`src/smsp_pkg.sv`:
```
// Shared constants and types for the serial master/slave port.
package smsp_pkg;

  // ************************************************************
  // Data and counting
  // ************************************************************
  localparam int BYTE_W = 8;
  localparam int RX_FIFO_DEPTH = 16;
  localparam logic [3:0] LAST_BIT = 4'h7;
  localparam logic [3:0] BIT_CNT_RESET = 4'h0;
  localparam logic [7:0] SHIFT_RESET = 8'h00;

  // ************************************************************
  // Master clock divider, in core clock cycles per half period
  // ************************************************************
  localparam logic [6:0] HALF_DIV4 = 7'h02;
  localparam logic [6:0] HALF_DIV16 = 7'h08;
  localparam logic [6:0] HALF_DIV64 = 7'h20;
  localparam logic [6:0] HALF_DIV128 = 7'h40;
  localparam logic [6:0] DIV_CNT_RESET = 7'h00;

  // ************************************************************
  // Pin synchroniser layout and reset value (select idles high)
  // ************************************************************
  localparam int SYNC_SS = 0;
  localparam int SYNC_SCK = 1;
  localparam int SYNC_MOSI = 2;
  localparam int SYNC_MISO = 3;
  localparam logic [3:0] PIN_SYNC_RESET = 4'h1;

  // ************************************************************
  // Master sequencer states
  // ************************************************************
  typedef enum logic [1:0] {
    MS_IDLE,
    MS_WAIT_ROOM,
    MS_RUN
  } smsp_master_t;

endpackage

```
`src/smsp_fifo_if.sv`:
```
// Valid/ready bundle between the port engine and its receive FIFO.
`timescale 1ns/1ps
`default_nettype none
interface smsp_fifo_if #(
  parameter int WIDTH = 8
);
  logic [WIDTH-1:0] inData;
  logic inValid;
  logic inReady;
  logic [WIDTH-1:0] outData;
  logic outValid;
  logic outReady;

  modport fifo (input inData, input inValid, input outReady, output inReady, output outData, output outValid);
  modport user (output inData, output inValid, output outReady, input inReady, input outData, input outValid);
endinterface
`default_nettype wire

```
`src/smsp_port.sv`:
```
// Serial master/slave byte port with pin control, flags and receive FIFO.
//
// How it works
// A data write during a transfer sets the write clash flag.
// A clashing write is dropped; the running shift carries on untouched.
// Clash detection works the same in master and slave role.
// A data write outside a transfer loads the shift register directly.
// Enabled master with select as input drops to slave when select goes low.
// In enabled slave role the select pin is always an input.
// Slave role makes clock and MOSI inputs; MISO follows its software setting.
// Rate select bits are ignored in slave role; the remote clock is used.
// The remote master keeps its clock at most a quarter of the core clock.
// Status read followed by a data access clears the done flag.
// The transfer interrupt is raised only while its enable bit is set.
// All-zero polarity, phase and order bits give mode 0, MSB first.
// Clock, MOSI and MISO are driven and data shifted only while enabled; a select output is driven even when disabled.
// Master clock is the core clock divided by 4, 16, 64 or 128.
// Role bit low selects slave, high selects master.
// Multi-master software checks the role is still master before each transfer.
// Both ends use equal polarity, phase and order settings.
// Phase zero: idle first half cycle, sample leading edge, shift trailing edge.
// Phase one: first leading edge presents MSB, sampling on trailing edges.
// After eight clock pulses the done flag sets and the byte is buffered.
// Slave phase zero presents the data MSB on MISO once select falls.
// The same status read then data access also clears the clash flag.
`timescale 1ns/1ps
`default_nettype none
module smsp_port #(
  parameter int FIFO_DEPTH = smsp_pkg::RX_FIFO_DEPTH
) (
  // Clock and reset.
  input wire logic clock,
  input wire logic reset_n,
  // Control bits.
  input wire logic serialPortEnable,
  input wire logic hostRoleSelect,
  input wire logic clockIdleLevel,
  input wire logic clockSamplePhase,
  input wire logic bitOrderSelect,
  input wire logic rateSelectLow,
  input wire logic rateSelectHigh,
  input wire logic xferIrqEnable,
  input wire logic ssIsOutput,
  input wire logic ssOutLevel,
  input wire logic misoOutputEnable,
  // Software data and status access.
  input wire logic txWrite,
  input wire logic [smsp_pkg::BYTE_W-1:0] txData,
  input wire logic statusRead,
  output logic rxValid,
  output logic [smsp_pkg::BYTE_W-1:0] rxData,
  input wire logic rxReady,
  // Status bits.
  output logic xferDoneFlag,
  output logic writeClashFlag,
  output logic hostRoleActive,
  output logic transferBusy,
  output logic xferIrq,
  // Serial clock pin.
  input wire logic sckIn,
  output logic sckOut,
  output logic sckOe,
  // Master-out pin.
  input wire logic mosiIn,
  output logic mosiOut,
  output logic mosiOe,
  // Master-in pin.
  input wire logic misoIn,
  output logic misoOut,
  output logic misoOe,
  // Active-low select pin.
  input wire logic selectInN,
  output logic selectOutN,
  output logic selectOe
);
  import smsp_pkg::*;

  // ************************************************************
  // Pin synchronisers
  // ************************************************************
  logic [3:0] pinMeta_reg;
  logic [3:0] pinSync_reg;
  wire logic [3:0] pinRaw = {misoIn, mosiIn, sckIn, selectInN};

  // Two flops on every pin input; only the second stage is used.
  always_ff @(posedge clock or negedge reset_n) begin
    if (!reset_n) begin
      pinMeta_reg <= PIN_SYNC_RESET;
      pinSync_reg <= PIN_SYNC_RESET;
    end else begin
      pinMeta_reg <= pinRaw;
      pinSync_reg <= pinMeta_reg;
    end
  end

  wire logic selectLow = ~pinSync_reg[SYNC_SS];

  // ************************************************************
  // Role selection
  // ************************************************************
  logic demoted_reg;

  // Master with a low select input drops to slave at once.
  wire logic modeFault = serialPortEnable & hostRoleSelect & ~ssIsOutput & selectLow;
  wire logic roleMaster = hostRoleSelect & ~demoted_reg & ~modeFault;

  // The drop holds until software takes the role bit low.
  always_ff @(posedge clock or negedge reset_n) begin
    if (!reset_n) begin
      demoted_reg <= 1'b0;
    end else if (!hostRoleSelect) begin
      demoted_reg <= 1'b0;
    end else if (modeFault) begin
      demoted_reg <= 1'b1;
    end
  end

  assign hostRoleActive = roleMaster;

  // ************************************************************
  // Master clock divider; only the master sequencer reads it
  // ************************************************************
  wire logic [6:0] halfPeriod = rateSelectHigh ? (rateSelectLow ? HALF_DIV128 : HALF_DIV64)
                                               : (rateSelectLow ? HALF_DIV16 : HALF_DIV4);
  wire logic [6:0] halfLast = halfPeriod - 7'h01;

  // ************************************************************
  // Shift engine decode
  // ************************************************************
  smsp_master_t state_reg;
  logic [6:0] divCnt_reg;
  logic sckActive_reg;
  logic prevActive_reg;
  logic [BYTE_W-1:0] shiftReg_reg;
  logic [3:0] bitCnt_reg;
  logic rxBit_reg;
  logic doneFlag_reg;
  logic clashFlag_reg;
  logic armed_reg;
  smsp_fifo_if #(.WIDTH(BYTE_W)) rxFifo ();

  // Slave role: clock comes from the remote master only while selected.
  wire logic slaveSelected = serialPortEnable & ~roleMaster & selectLow;
  wire logic engineOn = serialPortEnable & (roleMaster ? (state_reg == MS_RUN) : slaveSelected);
  wire logic activeNow = roleMaster ? sckActive_reg : (pinSync_reg[SYNC_SCK] ^ clockIdleLevel);
  wire logic leadEdge = engineOn & activeNow & ~prevActive_reg;
  wire logic trailEdge = engineOn & ~activeNow & prevActive_reg;
  wire logic inBit = roleMaster ? pinSync_reg[SYNC_MISO] : pinSync_reg[SYNC_MOSI];

  // Phase zero samples on leading and shifts on trailing edges.
  // Phase one shifts on later leading edges and samples on trailing.
  wire logic sampleEv = clockSamplePhase ? trailEdge : leadEdge;
  wire logic byteDone = trailEdge & (bitCnt_reg == LAST_BIT);
  wire logic shiftEv = clockSamplePhase ? ((leadEdge & (bitCnt_reg != BIT_CNT_RESET)) | byteDone) : trailEdge;
  wire logic shiftBit = (clockSamplePhase & trailEdge) ? inBit : rxBit_reg;
  wire logic [BYTE_W-1:0] shiftedWord = bitOrderSelect ? {shiftBit, shiftReg_reg[BYTE_W-1:1]}
                                                        : {shiftReg_reg[BYTE_W-2:0], shiftBit};
  wire logic txBit = bitOrderSelect ? shiftReg_reg[0] : shiftReg_reg[BYTE_W-1];

  // Busy comes from the sequencer state as master and from select, bit count and clock as slave.
  wire logic slaveBusy = slaveSelected & ((bitCnt_reg != BIT_CNT_RESET) | activeNow);
  wire logic busyNow = roleMaster ? (state_reg != MS_IDLE) : slaveBusy;
  wire logic clashSet = txWrite & busyNow;
  wire logic txLoad = txWrite & ~busyNow;

  // ************************************************************
  // Master sequencer
  // ************************************************************
  always_ff @(posedge clock or negedge reset_n) begin
    if (!reset_n) begin
      state_reg <= MS_IDLE;
      divCnt_reg <= DIV_CNT_RESET;
      sckActive_reg <= 1'b0;
    end else begin
      case (state_reg)
        MS_IDLE: begin
          if (txLoad & roleMaster & serialPortEnable) begin
            state_reg <= MS_WAIT_ROOM;
          end
        end
        MS_WAIT_ROOM: begin
          // Hold the clock until the receive FIFO has room for the byte.
          if (!roleMaster || !serialPortEnable) begin
            state_reg <= MS_IDLE;
          end else if (rxFifo.inReady) begin
            state_reg <= MS_RUN;
            divCnt_reg <= DIV_CNT_RESET;
            sckActive_reg <= clockSamplePhase;
          end
        end
        MS_RUN: begin
          if (!roleMaster || !serialPortEnable || byteDone) begin
            state_reg <= MS_IDLE;
            sckActive_reg <= 1'b0;
          end else if (divCnt_reg == halfLast) begin
            divCnt_reg <= DIV_CNT_RESET;
            sckActive_reg <= ~sckActive_reg;
          end else begin
            divCnt_reg <= divCnt_reg + 7'h01;
          end
        end
        default: begin
          state_reg <= MS_IDLE;
          sckActive_reg <= 1'b0;
        end
      endcase
    end
  end

  // ************************************************************
  // Shift register, bit counter and sampled bit
  // ************************************************************
  always_ff @(posedge clock or negedge reset_n) begin
    if (!reset_n) begin
      shiftReg_reg <= SHIFT_RESET;
      prevActive_reg <= 1'b0;
    end else begin
      prevActive_reg <= engineOn & activeNow;
      if (txLoad) begin
        shiftReg_reg <= txData;
      end else if (shiftEv) begin
        shiftReg_reg <= shiftedWord;
      end
    end
  end

  // Counting restarts whenever the engine is off or a byte completes.
  always_ff @(posedge clock or negedge reset_n) begin
    if (!reset_n) begin
      bitCnt_reg <= BIT_CNT_RESET;
      rxBit_reg <= 1'b0;
    end else begin
      if (!engineOn || byteDone) begin
        bitCnt_reg <= BIT_CNT_RESET;
      end else if (trailEdge) begin
        bitCnt_reg <= bitCnt_reg + 4'h1;
      end
      if (sampleEv) begin
        rxBit_reg <= inBit;
      end
    end
  end

  // ************************************************************
  // Status flags; a new event wins over a clear in the same cycle
  // ************************************************************
  wire logic dataAccess = txWrite | (rxValid & rxReady);
  wire logic clearReq = armed_reg & dataAccess;

  always_ff @(posedge clock or negedge reset_n) begin
    if (!reset_n) begin
      doneFlag_reg <= 1'b0;
      clashFlag_reg <= 1'b0;
      armed_reg <= 1'b0;
    end else begin
      doneFlag_reg <= byteDone | (doneFlag_reg & ~clearReq);
      clashFlag_reg <= clashSet | (clashFlag_reg & ~clearReq);
      if (clearReq) begin
        armed_reg <= 1'b0;
      end else if (statusRead && (doneFlag_reg || clashFlag_reg)) begin
        armed_reg <= 1'b1;
      end
    end
  end

  assign xferDoneFlag = doneFlag_reg;
  assign writeClashFlag = clashFlag_reg;
  assign transferBusy = busyNow;
  assign xferIrq = xferIrqEnable & doneFlag_reg;

  // ************************************************************
  // Receive FIFO; a slave byte is lost if it arrives when full
  // ************************************************************
  assign rxFifo.inData = shiftedWord;
  assign rxFifo.inValid = byteDone;
  assign rxFifo.outReady = rxReady;
  assign rxValid = rxFifo.outValid;
  assign rxData = rxFifo.outData;

  smsp_fifo #(
    .WIDTH(BYTE_W),
    .DEPTH(FIFO_DEPTH)
  ) u_rxFifo (
    .clock(clock),
    .reset_n(reset_n),
    .port(rxFifo.fifo)
  );

  // ************************************************************
  // Pin drivers
  // ************************************************************
  assign sckOut = clockIdleLevel ^ sckActive_reg;
  assign sckOe = serialPortEnable & roleMaster;
  assign mosiOut = txBit;
  assign mosiOe = serialPortEnable & roleMaster;
  assign misoOut = txBit;
  assign misoOe = serialPortEnable & ~roleMaster & misoOutputEnable;
  assign selectOutN = ssOutLevel;
  assign selectOe = ssIsOutput & (~serialPortEnable | roleMaster);

  // ************************************************************
  // Checks
  // ************************************************************
  property p_clash_sets;
    @(posedge clock) disable iff (!reset_n) txWrite && busyNow |=> writeClashFlag;
  endproperty
  a_clash_sets: assert property (p_clash_sets) else $error("Clash flag missed a busy write.");

  property p_clash_drops;
    @(posedge clock) disable iff (!reset_n)
      txWrite && busyNow && !shiftEv |=> shiftReg_reg == $past(shiftReg_reg);
  endproperty
  a_clash_drops: assert property (p_clash_drops) else $error("Clashing write altered the shift data.");

  property p_idle_load;
    @(posedge clock) disable iff (!reset_n) txWrite && !busyNow |=> shiftReg_reg == $past(txData);
  endproperty
  a_idle_load: assert property (p_idle_load) else $error("Idle write did not load the shift data.");

  property p_mode_fault;
    @(posedge clock) disable iff (!reset_n)
      serialPortEnable && hostRoleSelect && !ssIsOutput && selectLow |-> !hostRoleActive ##1 !hostRoleActive;
  endproperty
  a_mode_fault: assert property (p_mode_fault) else $error("Low select did not force slave role.");

  property p_slave_pins;
    @(posedge clock) disable iff (!reset_n)
      serialPortEnable && !hostRoleActive |-> !sckOe && !mosiOe && !selectOe && (misoOe == misoOutputEnable);
  endproperty
  a_slave_pins: assert property (p_slave_pins) else $error("Slave pin directions are wrong.");

  property p_disabled_quiet;
    @(posedge clock) disable iff (!reset_n) !serialPortEnable |-> !sckOe && !mosiOe && !misoOe && !shiftEv;
  endproperty
  a_disabled_quiet: assert property (p_disabled_quiet) else $error("Disabled port drove or shifted.");

  property p_irq_gate;
    @(posedge clock) disable iff (!reset_n) xferIrq |-> xferIrqEnable && xferDoneFlag;
  endproperty
  a_irq_gate: assert property (p_irq_gate) else $error("Interrupt raised without enable.");

  property p_done_after_eight;
    @(posedge clock) disable iff (!reset_n) trailEdge && bitCnt_reg == 4'h7 |=> xferDoneFlag && rxValid;
  endproperty
  a_done_after_eight: assert property (p_done_after_eight) else $error("Eighth pulse did not finish the byte.");

  property p_flag_clear;
    @(posedge clock) disable iff (!reset_n) armed_reg && dataAccess && !byteDone && !clashSet |=>
      !xferDoneFlag && !writeClashFlag;
  endproperty
  a_flag_clear: assert property (p_flag_clear) else $error("Status then data access left a flag set.");

  property p_div4_high;
    @(posedge clock) disable iff (!reset_n)
      $rose(sckActive_reg) && state_reg == MS_RUN && $past(state_reg) == MS_RUN && !rateSelectHigh && !rateSelectLow
      |-> sckActive_reg [*2];
  endproperty
  a_div4_high: assert property (p_div4_high) else $error("Divide-by-four half period is not two cycles.");

endmodule // smsp_port
`default_nettype wire

```
`src/smsp_fifo.sv`:
```
// Receive buffer FIFO with valid/ready on both sides.
`timescale 1ns/1ps
`default_nettype none
module smsp_fifo #(
  parameter int WIDTH = 8,
  parameter int DEPTH = 16
) (
  // Clock and reset.
  input wire logic clock,
  input wire logic reset_n,
  // Both sides of the buffer.
  smsp_fifo_if.fifo port
);
  localparam int PW = $clog2(DEPTH);

  logic [WIDTH-1:0] mem [DEPTH];
  logic [PW-1:0] wrPtr_reg;
  logic [PW-1:0] rdPtr_reg;
  logic [PW:0] count_reg;

  // ************************************************************
  // Handshake decode
  // ************************************************************
  wire logic push = port.inValid & port.inReady;
  wire logic pop = port.outValid & port.outReady;
  assign port.inReady = (count_reg != (PW + 1)'(DEPTH));
  assign port.outValid = (count_reg != '0);
  assign port.outData = mem[rdPtr_reg];

  // Storage array; no reset needed on the data itself.
  always_ff @(posedge clock) begin
    if (push) begin
      mem[wrPtr_reg] <= port.inData;
    end
  end

  // Pointers wrap at the depth and the count tracks occupancy.
  always_ff @(posedge clock or negedge reset_n) begin
    if (!reset_n) begin
      wrPtr_reg <= '0;
      rdPtr_reg <= '0;
      count_reg <= '0;
    end else begin
      if (push) begin
        wrPtr_reg <= (wrPtr_reg == PW'(DEPTH - 1)) ? '0 : wrPtr_reg + 1'b1;
      end
      if (pop) begin
        rdPtr_reg <= (rdPtr_reg == PW'(DEPTH - 1)) ? '0 : rdPtr_reg + 1'b1;
      end
      count_reg <= count_reg + (PW + 1)'(push) - (PW + 1)'(pop);
    end
  end
endmodule // smsp_fifo
`default_nettype wire

```
`config.mk`:
```
export PLATFORM = sky130hd
export DESIGN_NAME = smsp_port
export DESIGN_NICKNAME = d
export VERILOG_FILES = /design/src/smsp_pkg.sv /design/src/smsp_fifo_if.sv /design/src/smsp_port.sv /design/src/smsp_fifo.sv
export SDC_FILE = /design/constraint.sdc
export NUM_CORES = 1
export LEC_CHECK = 0
export BUFFER_PORTS_ARGS = -buffer_cell sky130_fd_sc_hd__buf_2
export CAP_MARGIN = 20
export CORE_ASPECT_RATIO = 0.5
export CORE_MARGIN = 4
export CORE_UTILIZATION = 55
export CTS_BUF_LIST = sky130_fd_sc_hd__clkbuf_2
export DETAILED_ROUTE_END_ITERATION = 8
export PLACE_DENSITY = 0.73
export SETUP_SLACK_MARGIN = 0.05
export SYNTH_ARGS = -nofsm -noshare
export SYNTH_HDL_FRONTEND = slang
export SYNTH_SLANG_ARGS = --single-unit
```
`constraint.sdc`:
```
create_clock -name clock -period 4.4 [get_ports clock]
set_clock_uncertainty 0.2 [all_clocks]
set_input_delay 0.22 -clock clock [delete_from_list [all_inputs] [get_ports clock]]
set_output_delay 0.22 -clock clock [all_outputs]
set_load 0.03 [all_outputs]
```
==> out/metrics.yaml, run 1 <==
outcome:
  status: "finished, final reports clean"
die:
  initial_core_util: 0.5707
  die_y_um: 92.54
  io_pins: 50
  rows: 30
  die_area_sq_um: 16390
  core_area_sq_um: 13780
  die_w_um: 177.1
synthesis:
  syn_avg_cell_area_sq_um: 14.32
  ys_seq_elements: 177
  synth.net_count: 595
  synth_edf_count: 128
  synth_cell_types: 59
  async_flop_share: 0.2768
  ys.flop_type: "edfxtp_1"
  netlist_area_sq_um: 7861
  yosys_warnings: 0
  ys_seq_area_frac: 0.6452
  syn_inst: 549
power:
  powerDensity_nw_per_um2: 544.8
  fin_total_pwr_mw: 4.828
  leakage_nw: 3.359
  ir_drop_uv: 269.3
clock_network:
  cts_buffer_depth: 2
  cts.reportedPaths.clkPinSlew_ps: 260
  cts_resized: 0
  clk_latency_ps: 700
  cts_inserted_buffers: 17
  postCtsSetupRepairBufs: 0
  cts-root-buf: "clkbuf_2"
  clock_sinks: 177
  cts_max_level: 4
  hold_buffers: 33
  cts_tree: "built"
worst_setup_path:
  cp_max_fo: 11
  cp_cell_sequence: "nand2b_1 > nor4b_1 > o211ai_1 > nor2_1 > nand2_1 > nor2_1"
  end_kind: "flop"
  crit_path_top_delay_cell: "nor2_1"
  start_kind: "flop"
  critical_path_arrival_ps: 3830
  crit_top_cell: "nor2_1"
  max_stage_delay_ps: 600
  critPathRequiredTime_ps: 4570
  setup.worst_path.class: "flop to flop"
grt:
  antenna_found_initial: 0
  grt_overflow: 0
  grt.total_usage: 0.2122
  grt_pass1_vias: 4903
  grt_first_pass_wirelength_um: 26530
  grt_max_degree: 50
timing:
  setup_tns_ps: 0
  setup_viol: 0
  max_clock_freq_ghz: 0.2736
  drv_slew: 0
  fin_crit_ps: 3655
  slew_headroom: 0.3199
  finalHoldViolations: 0
  min_period_over_period: 0.8307
  worst_pin_slew_ps: 1012
  rsz0062_at_grt: "no"
routing:
  drt_pass1_iterations: 5
  initialDrtViolationCount: 348
  drc_errors: 0
  ant_nets: 0
  avgViaCountPerCell: 5.780
  routed_wl_um: 16390
  vias: 4855
  avgRoutedWirePerCell_um: 19.51
layout:
  diodes: 0
  drive_above_1_share: 0.2207
  layout_common_cells: "edfxtp_1 (128), buf_2 (47), dfrtp_1 (46)"
  final_nets: 681
  layout_commonest_cell: "edfxtp_1"
  area.sequential_sq_um: 5074
  area_delta_synth_final_pct: 12.72
  largest_reg_flops: 128
  multi_input_area_sq_um: 2611
  fillers: 1048
place:
  io_buffers: 47
  gp_congestion: 0.8593
  dp_hpwl_um: 10850
flow_run:
  cap_violations: 0
hold_path:
  worstHoldPathType: "primary input to flop"
==> cell usage after synthesis, drive strengths merged (4+ instances only) <==
master	number	share of area
nand3	7	0.0045
edfxtp	128	0.49
inv	18	0.0086
buf	12	0.0089
mux4	16	0.046
nand2b	7	0.0056
nor3	11	0.0070
o211ai	5	0.0048
nor2b	4	0.0032
mux2	26	0.037
clkbuf	12	0.0057
o21ai	33	0.021
a21oi	18	0.011
a221oi	9	0.011
a21o	6	0.0057
or2	4	0.0032
nand2	39	0.019
xnor2	5	0.0056
mux2i	30	0.038
ha	17	0.027
nor2	31	0.015
a22oi	10	0.0095
and2	4	0.0032
xor2	4	0.0045
dfrtp	47	0.15
==> worst max-delay path, delay by kind of cell, from the launching register on <==
family           cells  cell delay (ps)
AO/OA/AOI/OAI        1              350
flip-flops           1              470
AND/OR/NAND/NOR      5             2330
==> where the power goes <==
group          total, mW  internal [mW]  leakage (nW)  switching [mW]
clock network      0.799          0.220         0.133           0.579
logic               1.75          0.687          1.47            1.07
registers           2.28           2.09          1.75           0.192
total               4.83           2.99          3.36            1.84
==> path summary, 6_finish.rpt <==
kind	slack, ps	cells after the start	from	to
max	740	6	demoted_reg$_DFFE_PN0P_	u_rxFifo.mem[12][6]$_DFFE_PP_
min reg2reg	180	0	pinMeta_reg[0]$_DFF_PN1_	pinSync_reg[0]$_DFF_PN1_
max reg2reg	740	6	demoted_reg$_DFFE_PN0P_	u_rxFifo.mem[12][6]$_DFFE_PP_
min	80	6	rateSelectHigh	divCnt_reg[4]$_DFFE_PN0P_
max in group asynchronous	3060	4	reset_n	u_rxFifo.rdPtr_reg[0]$_DFFE_PN0P_
min in group asynchronous	440	4	reset_n	divCnt_reg[5]$_DFFE_PN0P_
==> cell families after synthesis <==
family	share of synthesized area
flip-flops	0.6452
AND/OR/NAND/NOR	0.08356
AO/OA/AOI/OAI	0.08706
multiplexers	0.1213
buffers and inverters	0.02324
adder cells (fa/ha/maj)	0.02960
XOR/XNOR	0.01003
==> metrics by stage <==
step                hold WS, ps  instance area, sq um  setup WS, ps    util  std cells
floorplan                -275.6                  7861          1439       -        549
global placement          126.6                  8310         946.5  0.6033        775
detailed placement        126.4                  8310         793.2  0.6033        775
CTS                       25.38                  8861         755.9  0.6432        840
global route              44.66                  8861         433.8  0.6432        840
finish                    84.72                  8861         745.0  0.6432        840
==> area by class of cell <==
cell class | count | area share
timing repair buffer | 91 | 0.07314
multi-input combinational | 330 | 0.2947
clock buffer | 19 | 0.01073
clock inverter | 13 | 0.01412
tap | 192 | 0.02711
sequential | 177 | 0.5726
inverter | 18 | 0.007625
==> metal layers <==
metal | vias to the layer above | wire length [um] | global-route usage
li1 | 2267 | - | -
met2 | 165 | 7835 | 0.3451
met3 | 16 | 1014 | 0.04812
met1 | 2407 | 7343 | 0.2962
met4 | 0 | 195 | 0.04955
met5 | - | 0 | 0
Power figures use the tool's default switching activity.
==> run 2: changes to the inputs <==
clock period = 3.5 ns   (was 4.4 ns; I/O delays follow)
==> run 2 against run 1 <==
Sequential share of layout area is 2.0 points lower; critical path depth up 2; combinational power increased by 31%; sequential power up 23%.
==> out/metrics.yaml, run 2 (synthesized netlist as in run 1, its figures left out) <==
routing:
  avgViaCountPerCell: 5.703
  routed_wl_um: 16070
  ant_nets: 0
  vias: 4950
  drc_errors: 0
  drt_pass1_iterations: 5
  initialDrtViolationCount: 305
  avgRoutedWirePerCell_um: 18.51
layout:
  diodes: 0
  layout_common_cells: "edfxtp_1 (128), buf_2 (47), dfrtp_1 (45)"
  drive_above_1_share: 0.2456
  layout.cells.non_filler: 868
  fin_util: 0.6668
  largest_reg_flops: 128
  area_delta_synth_final_pct: 16.84
  layout_commonest_cell: "edfxtp_1"
  final_nets: 709
flow_run:
  cap_violations: 0
hold_path:
  worstHoldPathType: "primary input to flop"
  hp-start: "rateSelectHigh"
outcome:
  status: "finished, final reports clean"
timing:
  setup_tns_ps: 0
  hold-worst-slack_ps: 80.43
  fin_crit_ps: 3280
  max_clock_freq_ghz: 0.3049
  finalHoldViolations: 0
  min_period_over_period: 0.9370
  setup_viol: 0
  drv_slew: 0
  slew_headroom: 0.5217
  fin_ws_ps: 220.4
  worst_pin_slew_ps: 717.4
  rsz0062_at_grt: "no"
die:
  die_area_sq_um: 16390
  die_w_um: 177.1
  io_pins: 50
  initial_core_util: 0.5707
  die_y_um: 92.54
  rows: 30
  core_area_sq_um: 13780
clock_network:
  clock_sinks: 177
  cts_inserted_buffers: 17
  cts_max_level: 4
  cts.reportedPaths.clkPinSlew_ps: 270
  postCtsSetupRepairBufs: 0
  clk_latency_ps: 740
  cts-root-buf: "clkbuf_2"
  cts_tree: "built"
  cts_buffer_depth: 2
power:
  leakage_nw: 3.557
  ir_drop_uv: 337.1
  powerDensity_nw_per_um2: 679.8
grt:
  antenna_found_initial: 0
  grt_max_degree: 37
  grt_overflow: 0
  grt_first_pass_wirelength_um: 26330
  grt.total_usage: 0.2098
  grt_pass1_vias: 5086
place:
  dp_hpwl_um: 10660
  dp_cells: 794
  gp_congestion: 0.8643
  io_buffers: 47
  dpl_worst_slack_ps: 520.7
worst_setup_path:
  setup.worst_path.class: "flop to flop"
  critPathRequiredTime_ps: 3960
  start_kind: "flop"
  cp_max_fo: 8
  crit_start: "bitCnt_reg[0]$_DFFE_PN0P_"
  r2r_start: "bitCnt_reg[0]$_DFFE_PN0P_"
  end_kind: "flop"
  critical_path_arrival_ps: 3740
run 2: changes by cell type in the layout (fill, tap and decap cells not counted), sizes merged:
cell / previous run / this run
buf: 58 / 78
bufinv: 1 / 2
clkbuf: 19 / 17
dlygate4sd3: 33 / 40
dlymetal6s4s: 0 / 1
inv: 24 / 25
run 2: worst max-delay path, stage by stage (launching register included):
cell and delay, ps:
dfrtp_1 460, inv_1 70, ha_1 180, nor3b_1 150
a2111oi_1 650, a211oi_2 190, or2_1 420, o221a_2 320
dlygate4sd3_1 550
run 2: routing by layer:
| layer | vias up | track usage | share of wire |
|---|---|---|---|
| met5 | - | 0 | 0 |
| met4 | 0 | 0.05277 | 0.012 |
| met3 | 16 | 0.05220 | 0.062 |
| met2 | 153 | 0.3451 | 0.48 |
| met1 | 2464 | 0.2847 | 0.44 |
| li1 | 2317 | - | - |
run 2: repair_timing:
action | 4_1_cts | 5_1_grt
hold endpoints to repair | 148 | 0
setup endpoints to repair | 0 | 10
hold buffers | 41 | 0
gates resized for setup | 0 | 4
run 2: metrics by stage:
step	power, mW	cell area, sq um
2_1_floorplan	4.375	7861
3_3_place_gp	4.982	8466
3_5_place_dp	5.039	8466
4_1_cts	6.257	9154
5_1_grt	6.612	9185
6_report	6.244	9185
run 2: worst paths after layout:
kind	endpoint	slack, ps	cells past startpoint
worst max register to register	shiftReg_reg[7]$_DFFE_PN0P_	220	8
worst max-delay path	shiftReg_reg[7]$_DFFE_PN0P_	220	8
worst min register to register	pinSync_reg[0]$_DFF_PN1_	170	0
max in group asynchronous	rxBit_reg$_DFFE_PN0P_	1720	5
worst min-delay path	divCnt_reg[2]$_DFFE_PN0P_	80	6
min in group asynchronous	pinSync_reg[0]$_DFF_PN1_	260	3
run 2: report_power, final:
part / switching, mW / internal [mW]
sequential: 0.187 / 2.62
combinational: 1.37 / 0.917
clock: 0.782 / 0.367
total: 2.34 / 3.91
run 2: layout make-up:
class / count / area, sq um
repair buffers: 119 / 900.9
inverters: 18 / 67.56
well taps: 192 / 240.2
multi-input cells: 330 / 2624
fillers: 975 / 4591
clock buffers: 17 / 85.08
clock inverters: 15 / 192.7
flip-flops and latches: 177 / 5075
==> run 3: changes to the inputs <==
CTS_BUF_LIST = sky130_fd_sc_hd__clkbuf_8   (was sky130_fd_sc_hd__clkbuf_2)
==> run 3 against run 2 <==
Core utilization is 0.67 points lower; fmax is 9.2% higher; sequential power barely moved; first-iteration DRC count is 2.6% lower; wire length decreased by 2.7%; highest routed layer unchanged.
==> out/metrics.yaml, run 3 (synthesized netlist as in run 1, its figures left out) <==
outcome:
  status: "finished, final reports clean"
timing:
  finalHoldViolations: 0
  fin_crit_ps: 3005
  rsz0062_at_grt: "no"
  max_clock_freq_ghz: 0.3328
  worst_pin_slew_ps: 842.6
  setup_viol: 0
  slew_headroom: 0.4237
  setup_tns_ps: 0
  drv_slew: 0
  fin_ws_ps: 495.4
  min_period_over_period: 0.8585
layout:
  largest_reg_flops: 128
  design_area_sq_um: 9092
  fillers: 991
  layout_commonest_cell: "edfxtp_1"
  area_delta_synth_final_pct: 15.66
  layout_common_cells: "edfxtp_1 (128), buf_2 (47), dfrtp_1 (46)"
  drive_above_1_share: 0.2508
  diodes: 0
  final_nets: 687
  multi_input_area_sq_um: 2611
  area.sequential_sq_um: 5074
worst_setup_path:
  max_stage_delay_ps: 400
  end_kind: "flop"
  crit_path_top_delay_cell: "dfrtp_1"
  cp_max_fo: 11
  critPathRequiredTime_ps: 3680
  setup.worst_path.class: "flop to flop"
  crit_top_cell: "nor2_1"
  path_delay_family: "adder cells"
  cp_cell_sequence: "inv_1 > ha_1 > and4b_1 > a21o_1 > o211ai_1 > nor2_1 > buf_4 > ha_1 > fa_1 > a21oi_1 > nor2_1 > nor2_1 > xnor2_1"
  start_kind: "flop"
  critical_path_arrival_ps: 3180
  cp_num_buf_inv: 2
routing:
  routed_wl_um: 15630
  ant_nets: 0
  drt_pass1_iterations: 5
  avgViaCountPerCell: 5.703
  initialDrtViolationCount: 297
  drc_errors: 0
  vias: 4825
  avgRoutedWirePerCell_um: 18.48
grt:
  grt_max_degree: 37
  antenna_found_initial: 0
  grt_first_pass_wirelength_um: 25530
  grt_pass1_vias: 5000
  grt.total_usage: 0.2037
  grt_overflow: 0
clock_network:
  cts_buffer_depth: 2
  cts_tree: "built"
  cts_inserted_buffers: 17
  cts_max_level: 4
  clk_latency_ps: 450
  cts-root-buf: "clkbuf_8"
  clock_sinks: 177
  cts.reportedPaths.clkPinSlew_ps: 100
flow_run:
  cap_violations: 0
die:
  rows: 30
  die_area_sq_um: 16390
  core_area_sq_um: 13780
  die_w_um: 177.1
  io_pins: 50
  initial_core_util: 0.5707
  die_y_um: 92.54
place:
  io_buffers: 47
  dpl_worst_slack_ps: 520.7
  dp_hpwl_um: 10660
  place_area_sq_um: 8466
  gp_congestion: 0.8643
power:
  powerDensity_nw_per_um2: 712.0
  ir_drop_uv: 355.9
  leakage_nw: 3.490
  fin_total_pwr_mw: 6.474
hold_path:
  worstHoldPathType: "primary input to asynchronous set/reset pin"
==> run 3: area by class of cell <==
type,count,area share
clock buffers,17,0.02573
clock inverters,15,0.02119
inverters,18,0.007431
multi-input cells,330,0.2872
flip-flops and latches,177,0.5580
well taps,192,0.02642
repair buffers,97,0.07403
==> run 3: per-stage QoR <==
stage               std cells    util  hold WS (ps)
finish                    846  0.6600         48.51
global route              846  0.6600         79.09
CTS                       846  0.6600         39.21
detailed placement        794  0.6145         6.117
global placement          794  0.6145         2.433
floorplan                 549       -        -320.6
==> run 3: power breakdown <==
| part | internal (mW) | switching [mW] | total (mW) | leakage [nW] |
|---|---|---|---|---|
| sequential | 2.62 | 0.186 | 2.81 | 1.75 |
| combinational | 0.854 | 1.35 | 2.20 | 1.53 |
| clock | 0.671 | 0.791 | 1.46 | 0.210 |
==> run 3: timing repair <==
action,4_1_cts,5_1_grt
hold buffers,20,0
setup buffers,0,0
resized for setup,0,0
hold endpoints to repair,45,0
==> run 3: path summary, 6_finish.rpt <==
path | start | endpoint | slack (ps) | cells after the start
worst max-delay path | state_reg[0]$_DFFE_PN0P_ | u_rxFifo.count_reg[4]$_DFF_PN0_ | 500 | 13
worst min-delay path | reset_n | divCnt_reg[6]$_DFFE_PN0P_ | 50 | 2
worst max register to register | state_reg[0]$_DFFE_PN0P_ | u_rxFifo.count_reg[4]$_DFF_PN0_ | 500 | 13
worst min register to register | pinMeta_reg[3]$_DFF_PN0_ | pinSync_reg[3]$_DFF_PN0_ | 150 | 0
max in group asynchronous | reset_n | u_rxFifo.rdPtr_reg[0]$_DFFE_PN0P_ | 2290 | 3
min in group clock | ssIsOutput | bitCnt_reg[3]$_DFFE_PN0P_ | 130 | 4
==> run 3: per-layer routing <==
| metal | vias to the layer above | GRT usage | share of wire |
|---|---|---|---|
| met5 | - | 0 | 0 |
| met4 | 0 | 0.06757 | 0.017 |
| met3 | 26 | 0.04608 | 0.057 |
| met2 | 135 | 0.3273 | 0.48 |
| met1 | 2388 | 0.2796 | 0.45 |
| li1 | 2276 | - | - |
==> run 3: worst reg2reg max path, delay by kind of cell (launching register included) <==
family | cells | cell delay, ps
buffers and inverters | 2 | 270
flip-flops | 1 | 400
adder cells (fa/ha/maj) | 3 | 890
AND/OR/NAND/NOR | 4 | 470
AO/OA/AOI/OAI | 3 | 570
XOR/XNOR | 1 | 120
